--- src/design/ccsb_pkg.sv ---
/*
 * constants for the card-side clock supervision and bit-rate block:
 * core clock rate, card clock limits, wait counts, default bit period,
 * status words and file-characteristics bit positions.
 * assumes the core clock runs at 50 MHz and the terminal pins are
 * already synchronous to it.
 */
// Functional notes
// - both ends speak the half-duplex character protocol
// - terminal supplies clock, card runs 1-5 MHz; freq_err flags below 13/8 MHz, or 13/4 MHz with bit 2 set
// - fast-clock need flagged in characteristics bit 2
// - card operating during commands, idle otherwise, retains
// - card answers legacy power-down with normal completion; the code answers it only while idle
// - reset answer bit period is 372 card cycles
// - period stays 372 unless rate exchange succeeded
package ccsb_pkg;
	// core clock
	localparam int unsigned CORE_HZ = 50_000_000;
	// card clock limits in hertz
	localparam int unsigned CARD_MAX_HZ = 5_000_000;
	localparam int unsigned CARD_MIN_HZ = 1_000_000;
	localparam int unsigned CARD_FAST_MIN_HZ = 3_250_000; // 13/4 MHz
	localparam int unsigned CARD_SLOW_MIN_HZ = 1_625_000; // 13/8 MHz
	// shortest legal card period in core cycles, rounded up
	localparam int unsigned PER_MIN_CYC =
		(CORE_HZ + CARD_MAX_HZ - 1) / CARD_MAX_HZ;
	// longest legal periods in core cycles, rounded down
	localparam int unsigned PER_FAST_MAX_CYC = CORE_HZ / CARD_FAST_MIN_HZ;
	localparam int unsigned PER_SLOW_MAX_CYC = CORE_HZ / CARD_SLOW_MIN_HZ;
	// no edge for twice the slowest period means the clock is stopped
	localparam int unsigned STOP_DET_CYC = 2 * (CORE_HZ / CARD_MIN_HZ);
	// duty limits as fractions of five: 2/5 = 40 %, 3/5 = 60 %
	localparam int unsigned DUTY_LO_FIFTHS = 2;
	localparam int unsigned DUTY_HI_FIFTHS = 3;
	// widths
	localparam int unsigned PER_W = 8;
	localparam int unsigned CYC_W = 11;
	localparam int unsigned DIV_W = 12;
	// waits in card clock cycles
	localparam logic [CYC_W-1:0] STOP_WAIT_CYC = 11'd1860;
	localparam logic [CYC_W-1:0] START_WAIT_CYC = 11'd744;
	localparam logic [CYC_W-1:0] SLEEP_WAIT_CYC = 11'd744;
	// default bit period in card clock cycles
	localparam logic [DIV_W-1:0] ETU_DEFAULT = 12'd372;
	// normal completion status words
	localparam logic [7:0] SW_NORMAL_1 = 8'h90;
	localparam logic [7:0] SW_NORMAL_2 = 8'h00;
	// file characteristics byte 1 bit positions
	localparam int unsigned FC_STOP_OK_BIT = 0;
	localparam int unsigned FC_FAST_CLK_BIT = 2;
	// byte 1 of file characteristics after reset
	localparam logic [7:0] FC_RESET = 8'h00;
	// legacy power-down instruction code
	localparam logic [7:0] INS_POWER_DOWN = 8'hf0;
	// activity state
	typedef enum logic [1:0] {
		CCSB_IDLE,
		CCSB_OPERATING,
		CCSB_ANSWER
	} ccsb_state_t;
endpackage : ccsb_pkg

--- src/design/ccsb_etu_timer.sv ---
/*
 * bit-period timer: counts rising card clock edges and pulses once per
 * bit period; a restart pulse realigns it to a start bit edge.
 * assumes card_rise is a one-cycle pulse in the core clock domain.
 */
`timescale 1ns/1ps
module ccsb_etu_timer (
	// clock and reset
	input wire logic core_clk,
	input wire logic resetn,
	input wire logic clk_en,
	// card clock edge and control
	input wire logic card_rise,
	input wire logic restart,
	input wire logic [ccsb_pkg::DIV_W-1:0] divisor,
	// ticks
	output logic etu_tick,
	output logic half_tick
);
	logic [ccsb_pkg::DIV_W-1:0] cnt_r; // card edges within the bit
	logic [ccsb_pkg::DIV_W-1:0] cnt_nxt;
	logic tick_r;
	logic half_r;
	wire last = (cnt_r == divisor - 12'h001);
	wire mid = (cnt_r == (divisor >> 1));

	// counting card edges, not core cycles, scales the rate with the clock
	assign cnt_nxt = last ? '0 : cnt_r + 12'h001;
	assign etu_tick = tick_r;
	assign half_tick = half_r;

	// counter and tick flops
	always_ff @(posedge core_clk) begin
		if (!resetn) begin
			cnt_r <= '0;
			tick_r <= 1'b0;
			half_r <= 1'b0;
		end else if (clk_en) begin
			tick_r <= 1'b0;
			half_r <= 1'b0;
			if (restart) begin
				cnt_r <= '0;
			end else if (card_rise) begin
				cnt_r <= cnt_nxt;
				tick_r <= last;
				half_r <= mid;
			end
		end
	end
endmodule : ccsb_etu_timer

--- src/design/ccsb_card_clk_ctrl.sv ---
/*
 * card-side clock supervision: watches the terminal-supplied card clock
 * for range, duty and stop, tracks operating and idle state, answers the
 * legacy power-down command, checks the terminal's stop and restart
 * waits and sets the bit period for the character layer.
 * assumes the character layer reports commands and response ends, and
 * that all terminal pins are synchronous to core_clk.
 */
`timescale 1ns/1ps
module ccsb_card_clk_ctrl (
	// clock, reset, enable
	input wire logic core_clk,
	input wire logic resetn,
	input wire logic clk_en,
	// terminal pins
	input wire logic card_clk_in,
	input wire logic card_rst_n_in,
	// card configuration
	input wire logic cfg_stop_allowed,
	input wire logic cfg_needs_fast_clk,
	// character layer
	input wire logic cmd_valid,
	input wire logic [7:0] cmd_ins,
	input wire logic cmd_done,
	input wire logic xfer_active,
	input wire logic resp_done,
	input wire logic start_bit,
	// rate exchange result
	input wire logic rate_ok,
	input wire logic [ccsb_pkg::DIV_W-1:0] rate_divisor,
	// status word answer
	output logic sw_valid,
	output logic [7:0] first_status_byte,
	output logic [7:0] second_status_byte,
	// bit timing
	output logic etu_tick,
	output logic half_tick,
	output logic [ccsb_pkg::DIV_W-1:0] bit_period,
	// state and supervision
	output logic [7:0] file_char_byte1,
	output logic operating,
	output logic clk_stopped,
	output logic freq_err,
	output logic duty_err,
	output logic stop_early_err,
	output logic start_early_err,
	output logic stop_denied_err
);
	ccsb_pkg::ccsb_state_t st_r; // activity state
	ccsb_pkg::ccsb_state_t st_nxt;
	logic clk_d_r; // last card clock sample
	logic seen_r; // at least one rise since stop or reset
	logic [ccsb_pkg::PER_W-1:0] per_cnt_r; // core cycles since last rise
	logic [ccsb_pkg::PER_W-1:0] hi_len_r; // high time of last period
	logic stopped_r;
	logic [ccsb_pkg::CYC_W-1:0] stop_cnt_r; // card cycles since response
	logic [ccsb_pkg::CYC_W-1:0] start_cnt_r; // card cycles since restart
	logic [ccsb_pkg::CYC_W-1:0] stop_need_r; // required wait before stop
	logic stop_armed_r; // a response ended and the stop wait runs
	logic start_armed_r; // a restart happened and the start wait runs
	logic pd_seen_r; // a power-down answer went out since the last response or command header
	logic [ccsb_pkg::DIV_W-1:0] div_r;
	logic sw_valid_r;
	logic [7:0] sw1_r;
	logic [7:0] sw2_r;
	logic [7:0] fc_r;
	logic freq_err_r;
	logic duty_err_r;
	logic stop_early_r;
	logic start_early_r;
	logic stop_denied_r;

	// saturating increment used by both cycle counters
	function automatic logic [ccsb_pkg::CYC_W-1:0] sat_inc(
		input logic [ccsb_pkg::CYC_W-1:0] v);
		sat_inc = (&v) ? v : v + 11'h001;
	endfunction : sat_inc

	// edge and period decode
	wire card_rise = card_clk_in & ~clk_d_r;
	wire card_fall = ~card_clk_in & clk_d_r;
	wire [ccsb_pkg::PER_W-1:0] period = per_cnt_r + 8'h01;
	wire stop_det = (per_cnt_r ==
		ccsb_pkg::PER_W'(ccsb_pkg::STOP_DET_CYC - 1));
	wire restart = card_rise & stopped_r;
	wire card_reset = ~card_rst_n_in;
	// headers come from the half-duplex character layer
	wire is_power_down = cmd_valid &
		(cmd_ins == ccsb_pkg::INS_POWER_DOWN);
	// longest period depends on whether the card asked for a fast clock
	wire [ccsb_pkg::PER_W-1:0] per_max = cfg_needs_fast_clk ?
		ccsb_pkg::PER_W'(ccsb_pkg::PER_FAST_MAX_CYC) :
		ccsb_pkg::PER_W'(ccsb_pkg::PER_SLOW_MAX_CYC);
	wire per_bad = (period < ccsb_pkg::PER_W'(ccsb_pkg::PER_MIN_CYC)) |
		(period > per_max);
	// duty check in fifths keeps it to shifts and adds
	wire [10:0] hi_x5 = {3'h0, hi_len_r} * 11'd5;
	wire [10:0] per_lo = {3'h0, period} *
		11'(ccsb_pkg::DUTY_LO_FIFTHS);
	wire [10:0] per_hi = {3'h0, period} *
		11'(ccsb_pkg::DUTY_HI_FIFTHS);
	wire duty_bad = (hi_x5 < per_lo) | (hi_x5 > per_hi);
	// checks only mean something on a full period after a running start
	wire check_now = card_rise & seen_r & ~stopped_r;
	// stopping early or while not allowed
	wire stop_early = stop_det & stop_armed_r &
		(stop_cnt_r < stop_need_r);
	wire stop_denied = stop_det & ~stopped_r & seen_r &
		~cfg_stop_allowed;
	wire start_early = cmd_valid & start_armed_r &
		(start_cnt_r < ccsb_pkg::START_WAIT_CYC);

	assign sw_valid = sw_valid_r;
	assign first_status_byte = sw1_r;
	assign second_status_byte = sw2_r;
	assign bit_period = div_r;
	assign file_char_byte1 = fc_r;
	assign operating = (st_r != ccsb_pkg::CCSB_IDLE);
	assign clk_stopped = stopped_r;
	assign freq_err = freq_err_r;
	assign duty_err = duty_err_r;
	assign stop_early_err = stop_early_r;
	assign start_early_err = start_early_r;
	assign stop_denied_err = stop_denied_r;

	// activity state; registers are never cleared on idle so data is kept
	always_comb begin
		st_nxt = st_r;
		case (st_r)
			ccsb_pkg::CCSB_IDLE: begin
				if (is_power_down) begin
					st_nxt = ccsb_pkg::CCSB_ANSWER;
				end else if (cmd_valid | xfer_active) begin
					st_nxt = ccsb_pkg::CCSB_OPERATING;
				end
			end
			ccsb_pkg::CCSB_OPERATING: begin
				if (cmd_done & ~xfer_active) begin
					st_nxt = ccsb_pkg::CCSB_IDLE;
				end
			end
			ccsb_pkg::CCSB_ANSWER: begin
				// one cycle to present the status words
				st_nxt = ccsb_pkg::CCSB_OPERATING;
			end
			default: begin
				st_nxt = ccsb_pkg::CCSB_IDLE;
			end
		endcase
	end

	// state register and card clock sampling; the pin sample ignores the
	// card reset, otherwise a high clock pin would look like a fresh rise
	always_ff @(posedge core_clk) begin
		if (!resetn) begin
			st_r <= ccsb_pkg::CCSB_IDLE;
			clk_d_r <= 1'b0;
		end else if (clk_en) begin
			st_r <= card_reset ? ccsb_pkg::CCSB_IDLE : st_nxt;
			clk_d_r <= card_clk_in;
		end
	end

	// period, high time and stop detection in core cycles
	always_ff @(posedge core_clk) begin
		if (!resetn) begin
			per_cnt_r <= '0;
			hi_len_r <= '0;
			stopped_r <= 1'b1;
			seen_r <= 1'b0;
		end else if (clk_en) begin
			if (card_rise) begin
				per_cnt_r <= '0;
				stopped_r <= 1'b0;
				seen_r <= 1'b1;
			end else if (stop_det) begin
				stopped_r <= 1'b1;
				seen_r <= 1'b0;
			end else begin
				per_cnt_r <= period;
			end
			if (card_fall) begin
				hi_len_r <= period;
			end
		end
	end

	// wait counters in card cycles, so the checks track the card clock
	always_ff @(posedge core_clk) begin
		if (!resetn || card_reset) begin
			stop_cnt_r <= '0;
			start_cnt_r <= '0;
			stop_need_r <= ccsb_pkg::STOP_WAIT_CYC;
			stop_armed_r <= 1'b0;
			start_armed_r <= 1'b0;
			pd_seen_r <= 1'b0;
		end else if (clk_en) begin
			// remember the power-down answer until its response ends or a command header comes
			if (st_r == ccsb_pkg::CCSB_ANSWER) begin
				pd_seen_r <= 1'b1;
			end else if (resp_done | cmd_valid) begin
				pd_seen_r <= 1'b0;
			end
			if (resp_done) begin
				// a power-down answer only needs the shorter wait
				stop_cnt_r <= '0;
				stop_armed_r <= 1'b1;
				stop_need_r <= pd_seen_r ?
					ccsb_pkg::SLEEP_WAIT_CYC :
					ccsb_pkg::STOP_WAIT_CYC;
			end else if (cmd_valid | stop_det) begin
				stop_armed_r <= 1'b0;
			end else if (card_rise) begin
				stop_cnt_r <= sat_inc(stop_cnt_r);
			end
			if (restart) begin
				start_cnt_r <= '0;
				start_armed_r <= 1'b1;
			end else if (cmd_valid) begin
				start_armed_r <= 1'b0;
			end else if (card_rise) begin
				start_cnt_r <= sat_inc(start_cnt_r);
			end
		end
	end

	// bit period: default after card reset, negotiated after exchange
	always_ff @(posedge core_clk) begin
		if (!resetn || card_reset) begin
			div_r <= ccsb_pkg::ETU_DEFAULT;
		end else if (clk_en && rate_ok && rate_divisor != '0) begin
			div_r <= rate_divisor;
		end
	end

	// status word answer for the legacy power-down command
	always_ff @(posedge core_clk) begin
		if (!resetn) begin
			sw_valid_r <= 1'b0;
			sw1_r <= 8'h00;
			sw2_r <= 8'h00;
		end else if (clk_en) begin
			sw_valid_r <= (st_r == ccsb_pkg::CCSB_ANSWER);
			if (st_r == ccsb_pkg::CCSB_ANSWER) begin
				sw1_r <= ccsb_pkg::SW_NORMAL_1;
				sw2_r <= ccsb_pkg::SW_NORMAL_2;
			end
		end
	end

	// file characteristics byte 1 mirrors the card configuration
	always_ff @(posedge core_clk) begin
		if (!resetn) begin
			fc_r <= ccsb_pkg::FC_RESET;
		end else if (clk_en) begin
			fc_r <= ccsb_pkg::FC_RESET;
			fc_r[ccsb_pkg::FC_STOP_OK_BIT] <= cfg_stop_allowed;
			fc_r[ccsb_pkg::FC_FAST_CLK_BIT] <= cfg_needs_fast_clk;
		end
	end

	// sticky error flags; a set in the clearing cycle wins
	always_ff @(posedge core_clk) begin
		if (!resetn) begin
			freq_err_r <= 1'b0;
			duty_err_r <= 1'b0;
			stop_early_r <= 1'b0;
			start_early_r <= 1'b0;
			stop_denied_r <= 1'b0;
		end else if (clk_en) begin
			if (check_now & per_bad) begin
				freq_err_r <= 1'b1;
			end else if (card_reset) begin
				freq_err_r <= 1'b0;
			end
			if (check_now & duty_bad) begin
				duty_err_r <= 1'b1;
			end else if (card_reset) begin
				duty_err_r <= 1'b0;
			end
			if (stop_early) begin
				stop_early_r <= 1'b1;
			end else if (card_reset) begin
				stop_early_r <= 1'b0;
			end
			if (start_early) begin
				start_early_r <= 1'b1;
			end else if (card_reset) begin
				start_early_r <= 1'b0;
			end
			if (stop_denied) begin
				stop_denied_r <= 1'b1;
			end else if (card_reset) begin
				stop_denied_r <= 1'b0;
			end
		end
	end

	// bit timer runs from card clock edges, restarted on each start bit
	ccsb_etu_timer u_etu (
		.core_clk(core_clk),
		.resetn(resetn),
		.clk_en(clk_en),
		.card_rise(card_rise),
		.restart(start_bit | card_reset),
		.divisor(div_r),
		.etu_tick(etu_tick),
		.half_tick(half_tick)
	);
endmodule : ccsb_card_clk_ctrl

--- config.mk ---
export PLATFORM = sky130hd
export DESIGN_NAME = ccsb_card_clk_ctrl
export DESIGN_NICKNAME = d
export VERILOG_FILES = /design/src/design/ccsb_pkg.sv /design/src/design/ccsb_etu_timer.sv /design/src/design/ccsb_card_clk_ctrl.sv
export SDC_FILE = /design/constraint.sdc
export NUM_CORES = 1
export LEC_CHECK = 0
export BUFFER_PORTS_ARGS = -buffer_cell sky130_fd_sc_hd__clkbuf_2
export CAP_MARGIN = 10
export CORE_ASPECT_RATIO = 0.7
export CORE_MARGIN = 8
export CORE_UTILIZATION = 53
export CTS_CLUSTER_DIAMETER = 40
export DETAILED_ROUTE_END_ITERATION = 12
export GPL_TIMING_DRIVEN = 0
export PLACE_DENSITY = 0.86
export REMOVE_ABC_BUFFERS = 1
export SYNTH_ARGS = -nofsm -noshare
export SYNTH_HDL_FRONTEND = slang
export SYNTH_HIERARCHICAL = 1
export SYNTH_SLANG_ARGS = --single-unit
--- constraint.sdc ---
create_clock -name core_clk -period 3.7 [get_ports core_clk]
set_input_delay 0.37 -clock core_clk [delete_from_list [all_inputs] [get_ports core_clk]]
set_output_delay 0.37 -clock core_clk [all_outputs]
set_load 0.01 [all_outputs]
Yosys cells after proc, flatten, opt, wreduce, memory -nomap -nowiden
Cells that the tools add are included.
{ "op_classes": {"addsub": 5, "n_mul": 2, "n_lt_le_gt_ge": 6, "n_eq_ne": 18, "n_mux": 40, "bitwise_logic": 28, "n_reduce_logical": 33} }
{ "op_table": {"columns": ["cell", "n"], "rows": [
  ["$mux 11", 9],
  ["$mux 12", 3],
  ["$reduce_and 2->1", 14],
  ["$add 11x1->11 const B", 2],
  ["$reduce_and 11->1", 2],
  ["$mux 1", 20],
  ["$and 1x1->1", 16],
  ["$mux 8", 2],
  ["$reduce_bool 2->1", 8],
  ["$add 12x1->12 const B", 1],
  ["$eq 12x11->1", 1],
  ["$eq 12x12->1", 1],
  ["$ne 2x1->1 const B", 6],
  ["$reduce_bool 12->1", 1],
  ["$sub 12x1->12 const B", 1],
  ["$gt 11x10->1", 1],
  ["$lt 11x10->1 const B", 1],
  ["$lt 11x11->1", 1],
  ["$lt 11x9->1", 1],
  ["$mul 8x3->11 const B", 1],
  ["$mul 8x2->10 const B", 1],
  ["$add 8x1->8 const B", 1],
  ["$eq 8x7->1 const B", 1],
  ["$eq 8x8->1 const B", 1],
  ["18 further kinds", 36]
]} }
{ "totals": {"register_bits": 92, "in_bits": 33, "output_inout_bits": 46} }

Depth between registers and ports, before layout
Gate-level depths: netlist of run 1.
{ "depth": {"depth_word": 7, "depth_mapped": 18, "depth_no_buf": 17} }

Modules after synthesis
The synthesis of run 1 kept the hierarchy.
{ "by_module_without_submodules": {"columns": ["mod", "n_inst", "cells_each", "area_per_inst_um2"], "rows": [
  ["ccsb_card_clk_ctrl", 1, 542, 4658.2],
  ["ccsb_etu_timer", 1, 158, 1252.5]
]} }

Worst setup path before layout of run 1
OpenSTA, ideal clock, no wires.
{ "synth_timing": {"path_type": "register to register", "start": "register per_cnt_r[1] (netlist bit)", "end": "register duty_err_r (netlist: duty_err)", "setup_ns": 0.124, "t_arrival_ns": 3.480, "slack_ns": 0.096, "stages_incl_launch_ff": 19, "n_path_buf": 1, "cell_sequence": "dfxtp_1 -> ha_1 -> buf_2 -> xnor2_2 -> inv_1 -> ha_1 -> a21o_1 -> and3_1 -> or3_1 -> o221ai_2 -> nand2b_1 -> xnor2_1 -> ha_1 -> a21oi_1 -> nor2b_1 -> a2111oi_0 -> a31oi_1 -> nor2_1 -> a31oi_1"} }
{ "synth_via": {"elab_chain_len": 7, "elab_cells_between_ends": 9, "classes_between": "1 x add/sub; 1 x mul; 2 x order compare; 1 x eq/ne; 1 x mux; 2 x bitwise; 1 x reduce/logical"} }
{ "synth_lines": {"columns": ["item", "line", "text"], "rows": [
  ["start, declared", "ccsb_card_clk_ctrl.sv:53", "logic [ccsb_pkg::PER_W-1:0] per_cnt_r;"],
  ["start signal, assigned", "ccsb_card_clk_ctrl.sv:180", "per_cnt_r <= period;"],
  ["$add 8x1->8 (*)", "ccsb_card_clk_ctrl.sv:82", "wire [ccsb_pkg::PER_W-1:0] period = per_cnt_r + 8'h01;"],
  ["net per_lo[3]", "ccsb_card_clk_ctrl.sv:98", "wire [10:0] per_lo = {3'h0, period} *"],
  ["$mul 8x2->10", "ccsb_card_clk_ctrl.sv:100", "wire [10:0] per_hi = {3'h0, period} *"],
  ["$gt 11x10->1", "ccsb_card_clk_ctrl.sv:102", "wire duty_bad = (hi_x5 < per_lo) | (hi_x5 > per_hi);"],
  ["$or 1x1->1 (*)", "ccsb_card_clk_ctrl.sv:102", null],
  ["$and 1x1->1 (*)", "ccsb_card_clk_ctrl.sv:276", "if (check_now & duty_bad) begin"],
  ["$ne 2x1->1 (no source line)", null, null],
  ["$reduce_and 2->1 (no source line)", null, null],
  ["end signal, assigned", "ccsb_card_clk_ctrl.sv:266", "duty_err_r <= 1'b0;"],
  ["end signal, assigned", "ccsb_card_clk_ctrl.sv:277", "duty_err_r <= 1'b1;"],
  ["end signal, assigned", "ccsb_card_clk_ctrl.sv:279", "duty_err_r <= 1'b0;"],
  ["end, declared", "ccsb_card_clk_ctrl.sv:68", "logic duty_err_r;"]
]} }
The timed path passes the listed nets; every way through them passes the cells marked *.
A chain may end at the register's enable or synchronous reset.

Final worst setup path of run 1
Same ends and word-level chain as after synthesis.

==> results.yml, run 1 <==
critical_path:
  worstPathCellList: "ha_4 -> xnor2_4 -> inv_4 -> ha_4 -> a21o_1 -> and3_4 -> or3_4 -> o221ai_4 -> nand2b_1 -> xnor2_2 -> ha_1 -> a21oi_2 -> nor2b_1 -> a2111oi_2 -> a31oi_1 -> nor2_1 -> a31oi_1"
  crit_family: "compound AO/OA/AOI/OAI gates"
  slowest_delay_ns: 0.46
  cp_num_buf_inv: 1
  cp_max_fo: 7
  critical_path.endpoint_type: "flip-flop"
  cp_slowest_cell: "a2111oi_2"
  crit_type: "reg2reg"
  start_kind: "flip-flop"
  required_ns: 3.91
  cp.arrival_ns: 4.06
detailed_routing:
  num_vias: 5198
  via_per_inst: 5.731
  wl_um: 14930
  drc: 0
  ant_nets: 0
  drt_iter0_markers: 458
  drtPass1Iterations: 5
  post_drt_wl_per_cell_um: 16.47
floorplan:
  die_w_um: 142.2
  core_sq_um: 10930
  pin_count: 79
  dieArea_sq_um: 14840
  die_h_um: 104.4
  rows: 32
  start_util_pct: 54.08
synth:
  synthMuxAreaShare_pct: 4.086
  synthSimpleGateAreaFrac_pct: 24.32
  synth_area_sq_um: 5911
  synth_cells: 700
  synthArstFlopShare_pct: 0
  synth.distinct_cells: 79
  synth-main-ff-cell: "dfxtp_1"
  synth_top_family_by_area: "simple AND/OR/NAND/NOR gates"
  synth_compound_area_share_pct: 14.18
  synth-seq-cells: 83
  netlist.area_leader.share_pct: 28.11
  synth.avg_cell_area_sq_um: 8.444
  yosys_warnings: 6
  synth_top_area_cell: "dfxtp_1"
  synth_xor_area_share_pct: 9.420
  synth_edf_count: 0
  synth_fa_ha_area_share_pct: 12.02
  synth-seq-area-share_pct: 28.11
  ys_top_cells_by_area: "dfxtp_1, ha_1, xnor2_1, nand2_1, mux2i_1"
clock_network:
  clockBufferDepth: 2
  cts-root-buf: "clkbuf_16"
  path_clk_slew_ns: 0.06
  holdBufCountCts: 0
  cts_buffers: 9
  cts_tree: "built"
  clock-sinks: 83
  insertion_delay_ns: 0.34
  cts_htree_levels: 3
timing:
  worst_clock_skew_ns: 0.006268
  worst_pin_slew_ns: 1.190
  timing.slew.headroom_pct: 19.80
  setup_viol: 1
  setup_tns_ns: -0.1514
  worst_slack_ns: -0.1514
  fin_crit_ns: 3.851
  slew_violations: 0
  finalHoldViolations: 0
  max_freq_mhz: 259.6
  rsz0062_at_grt: "yes"
  holdWs_ns: 0.2583
  fin_crit_sh_pct: 104.1
global_route:
  grt_use_met3_pct: 4.127
  grt_use_met1_pct: 26.86
  grt_util_met2_pct: 28.83
  grt_pass1_wl_um: 23300
  grt_max_degree: 34
  grt_usage_pct: 19.07
  first_global_vias: 4707
  antenna_found_initial: 0
  grt_overflow_total: 0
  grt-busiest-layer: "met2"
placement:
  dpl.hpwl_um: 10440
  numPortBuffers: 58
  gp_congestion: 0.8836
layout:
  syn_to_final_growth_pct: 13.04
  drive_above_1_share_pct: 16.98
  num_antenna_cells: 0
  finalNetCount: 837
power_and_ir_drop:
  cellPowerDensity_nw_per_um2: 312.7
  peakVddDrop_mv: 0.2629
  leakage_nw: 2.792
run:
  drv_cap: 0
status:
  status: "finished, violations left"
  violations: "negative setup slack"
hold_path:
  hold_class: "in2reg"
-- registers in the layout, summed over array words and instances (netlist names) --
signal and cells:
bit_period 12, clk_d_r 1, clk_stopped 1, duty_err 1
file_char_byte1 2, first_status_byte 1, freq_err 1, hi_len_r 8
pd_seen_r 1, per_cnt_r 8, seen_r 1, st_r 2
start_armed_r 1, start_cnt_r 11, start_early_err 1, stop_armed_r 1
stop_cnt_r 11, stop_denied_err 1, stop_early_err 1, stop_need_r 2
sw_valid 1, u_etu/cnt_r 12, u_etu/etu_tick 1, u_etu/half_tick 1
-- cells in the mapped netlist, types with 4 or more instances --
| cell type | number |
|---|---|
| dfxtp_1 | 83 |
| nand2_1 | 64 |
| nor2_1 | 57 |
| ha_1 | 52 |
| inv_1 | 37 |
| xnor2_1 | 33 |
| nand3_1 | 25 |
| xor2_1 | 25 |
| a21oi_1 | 24 |
| mux2i_1 | 23 |
| buf_4 | 22 |
| o21ai_0 | 21 |
| nor2b_1 | 16 |
| and3_1 | 15 |
| clkbuf_1 | 15 |
| nand4_1 | 14 |
| and2_1 | 11 |
| nor4_1 | 11 |
| a31oi_1 | 10 |
| nor3_1 | 10 |
| nand2b_1 | 8 |
| buf_2 | 7 |
| o21a_1 | 7 |
| o211a_1 | 6 |
| o22ai_1 | 6 |
| a21boi_0 | 5 |
| a21o_1 | 5 |
| a311oi_1 | 4 |
| nand3b_1 | 4 |
| nor3b_1 | 4 |
| o211ai_1 | 4 |
| o311ai_1 | 4 |
-- stage by stage --
stage	std cells	worst slack (ns)	util (%)	area, sq um	power (mW)
floorplan	668	0.06979	-	5660	1.080
global placement	879	-0.6869	56.19	6142	1.155
detailed placement	879	-0.7420	56.25	6148	1.162
CTS	897	0.005029	59.80	6536	2.079
global route	907	-0.1946	61.13	6681	2.164
finish	907	-0.1514	61.13	6681	2.089
-- final timing paths --
| check | cells past startpoint | slack (ns) | startpoint | endpoint |
|---|---|---|---|---|
| worst max-delay path | 17 | -0.15 | per_cnt_r[1] | duty_err |
| worst min-delay path | 3 | 0.26 | rate_divisor[4] | bit_period[4] |
| worst max register to register | 17 | -0.15 | per_cnt_r[1] | duty_err |
| worst min register to register | 2 | 0.47 | start_armed_r | start_armed_r |
-- layout by cell type (no fill, tap or decap), types with 11 or more instances in the layout --
cell,count
dfxtp_1,79
nand2_1,64
clkbuf_2,58
nor2_1,57
ha_1,49
inv_1,34
xnor2_1,32
nand3_1,25
mux2i_1,23
xor2_1,23
a21oi_1,22
o21ai_0,21
conb_1,20
nor2b_1,16
nand4_1,14
and3_1,14
buf_4,13
and2_1,11
nor4_1,11
-- power breakdown --
group / internal [mW] / switching [mW] / leakage [nW]
combinational: 0.102 / 0.145 / 1.98
sequential: 0.906 / 0.0191 / 0.674
clock: 0.541 / 0.376 / 0.141
-- cells by family (layout without fill, tap and decap cells) --
family          Yosys count  in the layout
buf+inv                  88            123
compound gates          119            119
simple gates            268            268
fa+ha+maj                56             56
other cells               1             20
flops                    83             83
mux                      24             24
xor+xnor                 61             61
-- metal layers --
metal / vias to the layer above / wire length [um]
li1: 2540 / -
met1: 2452 / 6982
met2: 182 / 6748
met3: 24 / 992
met4: 0 / 211
met5: - / 0
-- repair_timing --
action / CTS / global route
resized for setup: 16 / 10
pin swaps: 3 / 9
setup endpoints to repair: 1 / 1
buffers inserted: 3 / 10
endpoints found under the hold margin: 0 / 0
-- worst min-delay path, cell delays in order --
cell and delay, ns:
clkbuf_2 0.09, mux2i_1 0.06, nand2_1 0.06
-- cell type report --
class                   count  area (sq um)
inverters                  37         145.1
multi-input cells         548          3984
clock buffers              10         239.0
well taps                 153         191.4
repair buffers             71         387.9
fillers                   876          4249
clock inverters             5         62.56
flip-flops and latches     83          1672
No activity file was read; power rests on OpenSTA's default activity.
==> run 2: changes to the inputs <==
Settings changed: PLACE_DENSITY 0.86 to 0.79.
==> run 2 against run 1 <==
Setup slack improved by 0.25 ns; via count rose by 1.7%; sequential share of layout area fell by 0.079 points; clock skew rose by 0.0019 ns; the run now ends clean; clock power rose by 8.0%; first-iteration DRC count rose by 24%.
==> results.yml, run 2 (synthesis gave the netlist of run 1 again) <==
timing:
  timing.slew.headroom_pct: 25.79
  finalHoldViolations: 0
  worst_pin_slew_ns: 1.109
  worst_clock_skew_ns: 0.008123
  slew_violations: 0
  setup_tns_ns: 0
  fin_crit_sh_pct: 97.38
  setup_viol: 0
  fin_crit_ns: 3.603
  max_freq_mhz: 277.5
floorplan:
  dieArea_sq_um: 14840
  die_w_um: 142.2
  start_util_pct: 54.08
  pin_count: 79
  die_h_um: 104.4
  core_sq_um: 10930
  rows: 32
critical_path:
  cp_max_fo: 5
  worstRegToRegCells: 16
  cp.arrival_ns: 3.82
  critical_path.endpoint_type: "flip-flop"
  required_ns: 3.92
  crit_cells: 16
  crit_start: "per_cnt_r[0]"
  cp_slowest_cell: "o21ai_0"
  rr_endpoint: "duty_err"
  worstPathCellList: "clkinvlp_4 -> ha_4 -> inv_4 -> ha_4 -> a21o_1 -> a21oi_1 -> o21ai_0 -> o221ai_4 -> buf_4 -> a221oi_2 -> xnor2_1 -> ha_1 -> a2111oi_1 -> a31oi_1 -> nor2_1 -> a31oi_1"
  rr_startpoint: "per_cnt_r[0]"
  crit_type: "reg2reg"
  endpoint: "duty_err"
  crit_family: "compound AO/OA/AOI/OAI gates"
  cp_num_buf_inv: 3
  slowest_delay_ns: 0.45
  start_kind: "flip-flop"
  r2r_setup_slack_ns: 0.1
layout:
  finalNetCount: 837
  final_area_sq_um: 6703
  fillers: 899
  final_common_cell: "dfxtp_1"
  multi_input_area_sq_um: 3981
  drive_above_1_share_pct: 16.95
  regArea_sq_um: 1672
  final_cell_mix: "dfxtp_1, nand2_1, clkbuf_2"
  num_antenna_cells: 0
  syn_to_final_growth_pct: 13.40
global_route:
  antenna_found_initial: 1
  grt_usage_pct: 20.32
  grt_pass1_wl_um: 24540
  first_global_vias: 5114
  grt_overflow_total: 0
  grt_max_degree: 34
detailed_routing:
  num_vias: 5287
  drt_iter0_markers: 567
  drc: 0
  ant_nets: 0
  post_drt_wl_per_cell_um: 17.31
  via_per_inst: 5.823
  drtPass1Iterations: 5
  wl_um: 15710
placement:
  gp_congestion: 0.9740
  placed_area_sq_um: 6148
  dpl.hpwl_um: 11400
  numPortBuffers: 58
clock_network:
  clockBufferDepth: 2
  cts-root-buf: "clkbuf_16"
  cts_tree: "built"
  cts_buffers: 9
  path_clk_slew_ns: 0.07
  insertion_delay_ns: 0.34
  cts_htree_levels: 3
  clock-sinks: 83
power_and_ir_drop:
  cellPowerDensity_nw_per_um2: 323.5
  peakVddDrop_mv: 0.2918
  leakage_nw: 2.815
run:
  drv_cap: 0
status:
  status: "finished, final reports clean"
hold_path:
  hold_class: "in2reg"
  hold_depth: 3
==> run 2: changes by cell type in the layout (fill, tap and decap cells not counted), sizes merged <==
cell      change
inv           +1
clkbuf        +1
clkinvlp      -2
bufinv        +1
==> run 2: layout make-up <==
type | instances | area share, %
multi-input cells | 548 | 59.40
flip-flops and latches | 83 | 24.94
repair buffers | 71 | 5.787
clock buffers | 11 | 3.621
well taps | 153 | 2.856
inverters | 37 | 2.165
clock inverters | 5 | 1.232
==> run 2: worst min path at each step <==
stage	start	slack, ns	end
after floorplan	start_armed_r	0.43	start_armed_r
after global placement	start_armed_r	0.44	start_armed_r
after detailed placement	stop_early_err	0.45	stop_early_err
after CTS	rate_divisor[4]	0.26	bit_period[4]
after global routing	rate_divisor[4]	0.27	bit_period[4]
final	rate_divisor[4]	0.26	bit_period[4]
==> run 2: tightest hold or removal path, stage by stage <==
cell	delay, ns
clkbuf_2	0.09
mux2i_1	0.06
nand2_1	0.06
==> run 2: stage by stage <==
step                      setup WS [ns]  power (mW)  hold WS [ns]  utilization [%]  cells
after detailed placement        -0.5456       1.163        0.4503            56.25    879
after floorplan                 0.06979       1.080        0.4312                -    668
final                           0.09702       2.168        0.2640            61.32    908
after global placement          -0.5239       1.152        0.4389            56.19    879
after CTS                       0.01419       2.149        0.2562            59.90    896
after global routing           -0.08283       2.235        0.2734            61.32    908
==> run 2: per-layer routing <==
layer | routed length (um) | share of wire, % | track usage (%)
met5 | 12 | 0.076 | 0
met4 | 214 | 1.4 | 6.494
met3 | 1189 | 7.6 | 4.585
met2 | 7264 | 46 | 32.68
met1 | 7033 | 45 | 26.27
==> run 2: where the power goes <==
part / internal [mW] / switching (mW)
sequential: 0.906 / 0.0200
clock: 0.614 / 0.376
combinational: 0.105 / 0.147
==> run 2: timing repair <==
action | 4_1_cts | 5_1_grt
setup buffers | 1 | 12
pin swaps | 3 | 8
endpoints found under the setup margin | 1 | 1
endpoints found under the hold margin | 0 | 0
hold buffers | 0 | 0
resized for setup | 16 | 11
==> run 3: changes to the inputs <==
Settings changed: CELL_PAD_IN_SITES_DETAIL_PLACEMENT from default to 0, CELL_PAD_IN_SITES_GLOBAL_PLACEMENT from default to 2, CORE_UTILIZATION 53 to 32.
==> run 3 against run 2 <==
Combinational power shrank 4%; largest cell class unchanged; final area grew 1.1%; worst hold slack lost 0.0040 ns; maximum frequency grew 2.1%; via count shrank 6.4%; sequential share of layout area shrank 0.28 points; final cell count grew 8.9%; sequential power is essentially flat; largest power group unchanged; routed wire length shrank 1.1%; clock skew is essentially flat; utilization shrank 24 points.
==> results.yml, run 3 (synthesis gave the netlist of run 1 again) <==
timing:
  worst_pin_slew_ns: 1.118
  fin_crit_sh_pct: 95.36
  holdWs_ns: 0.2600
  slew_violations: 0
  fin_crit_ns: 3.528
  finalHoldViolations: 0
  timing.slew.headroom_pct: 25.18
  setup_viol: 0
  max_freq_mhz: 283.4
  rsz0062_at_grt: "no"
  worst_clock_skew_ns: 0.008369
detailed_routing:
  drt_iter0_markers: 285
  post_drt_wl_per_cell_um: 15.72
  via_per_inst: 5.005
  ant_nets: 0
  drc: 0
  drtPass1Iterations: 4
  wl_um: 15540
  num_vias: 4950
global_route:
  grt_max_degree: 34
  grt_overflow_total: 0
  antenna_found_initial: 0
  first_global_vias: 4832
  grt_pass1_wl_um: 24700
  grt_usage_pct: 13.38
clock_network:
  insertion_delay_ns: 0.34
  cts_tree: "built"
  clock-sinks: 83
  cts_htree_levels: 3
  cts-root-buf: "clkbuf_16"
  clockBufferDepth: 2
  path_clk_slew_ns: 0.07
  cts_buffers: 9
layout:
  finalNonFillerCells: 989
  num_antenna_cells: 0
  final_area_sq_um: 6778
  final_cell_mix: "dfxtp_1, nand2_1, clkbuf_2"
  finalNetCount: 836
  syn_to_final_growth_pct: 14.67
  fillers: 1861
  final_common_cell: "dfxtp_1"
  final_util_pct: 37.53
  drive_above_1_share_pct: 16.87
floorplan:
  rows: 41
  core_sq_um: 18060
  die_h_um: 129.7
  die_w_um: 178.4
  pin_count: 79
  start_util_pct: 32.73
  dieArea_sq_um: 23150
placement:
  dpl.cell_count: 962
  placed_area_sq_um: 6252
  dpl.hpwl_um: 11920
  gp_congestion: 0.7955
  numPortBuffers: 58
run:
  drv_cap: 0
critical_path:
  crit_type: "reg2reg"
  cp.arrival_ns: 3.75
  critical_path.endpoint_type: "flip-flop"
  cp_max_fo: 7
  start_kind: "flip-flop"
  r2r_setup_slack_ns: 0.17
  required_ns: 3.93
status:
  status: "finished, final reports clean"
hold_path:
  hold_class: "in2reg"
power_and_ir_drop:
  cellPowerDensity_nw_per_um2: 309.3
  peakVddDrop_mv: 0.2797
  leakage_nw: 2.774
## run 3: cell count changes in the layout (fill, tap and decap cells not counted), sizes merged
| cell | change |
|---|---|
| bufinv | -1 |
| buf | -2 |
| clkinvlp | +2 |
| inv | -1 |
## run 3: area by class of cell
type / instances / area, sq um / share of cell area (%)
Timing Repair Buffer: 70 / 377.9 / 5.575
Multi-Input combinational cell: 548 / 3986 / 58.81
Clock inverter: 5 / 62.56 / 0.9230
Tap cell: 236 / 295.3 / 4.357
Sequential cell: 83 / 1672 / 24.66
Inverter: 37 / 145.1 / 2.141
Clock buffer: 10 / 239.0 / 3.526
## run 3: metrics by stage
stage | setup TNS, ns | total power, mW | setup slack (ns)
final | 0 | 2.096 | 0.1715
after global routing | 0 | 2.196 | 0.003780
after CTS | 0 | 2.115 | 0.002574
after detailed placement | -0.7763 | 1.167 | -0.7763
after global placement | -0.7654 | 1.161 | -0.7654
after floorplan | 0 | 1.080 | 0.06979
## run 3: path summary, 6_finish.rpt
kind,from,to,cells after the start
hold / removal,rate_divisor[5],bit_period[5],3
setup / recovery,per_cnt_r[1],duty_err,17
hold reg to reg,start_armed_r,start_armed_r,2
setup reg to reg,per_cnt_r[1],duty_err,17
## run 3: timing repair
action	4_1_cts	5_1_grt
endpoints found under the hold margin	0	0
hold buffers	0	0
endpoints found under the setup margin	1	1
buffers inserted	7	4
gates resized for setup	20	7
pin swaps	5	7
## run 3: routing by layer
metal | wire [um] | part of all wire, % | global-route usage [%] | vias to the layer above
met5 | 0 | 0 | 0 | -
met4 | 161 | 1.0 | 4.023 | 0
met3 | 865 | 5.6 | 2.973 | 12
met2 | 6617 | 43 | 19.52 | 85
met1 | 7900 | 51 | 19.25 | 2326
li1 | - | - | - | 2527
## run 3: worst max-delay path, cell delays in order, from the launching register on
cell       delay, ns
dfxtp_4         0.38
ha_4            0.20
xnor2_4         0.18
inv_2           0.11
ha_4            0.23
a21oi_1         0.18
a211oi_1        0.12
or3_1           0.37
o221ai_2        0.16
nand2b_1        0.12
xnor2_2         0.15
ha_1            0.33
a21oi_2         0.12
nor2b_1         0.06
a2111oi_2       0.33
a31oi_2         0.17
nor2_1          0.12
a31oi_1         0.07
## run 3: report_power, final
group	switching [mW]	internal, mW	leakage (nW)
clock network	0.387	0.541	0.141
logic	0.140	0.101	1.96
registers	0.0205	0.906	0.674
total	0.547	1.55	2.77
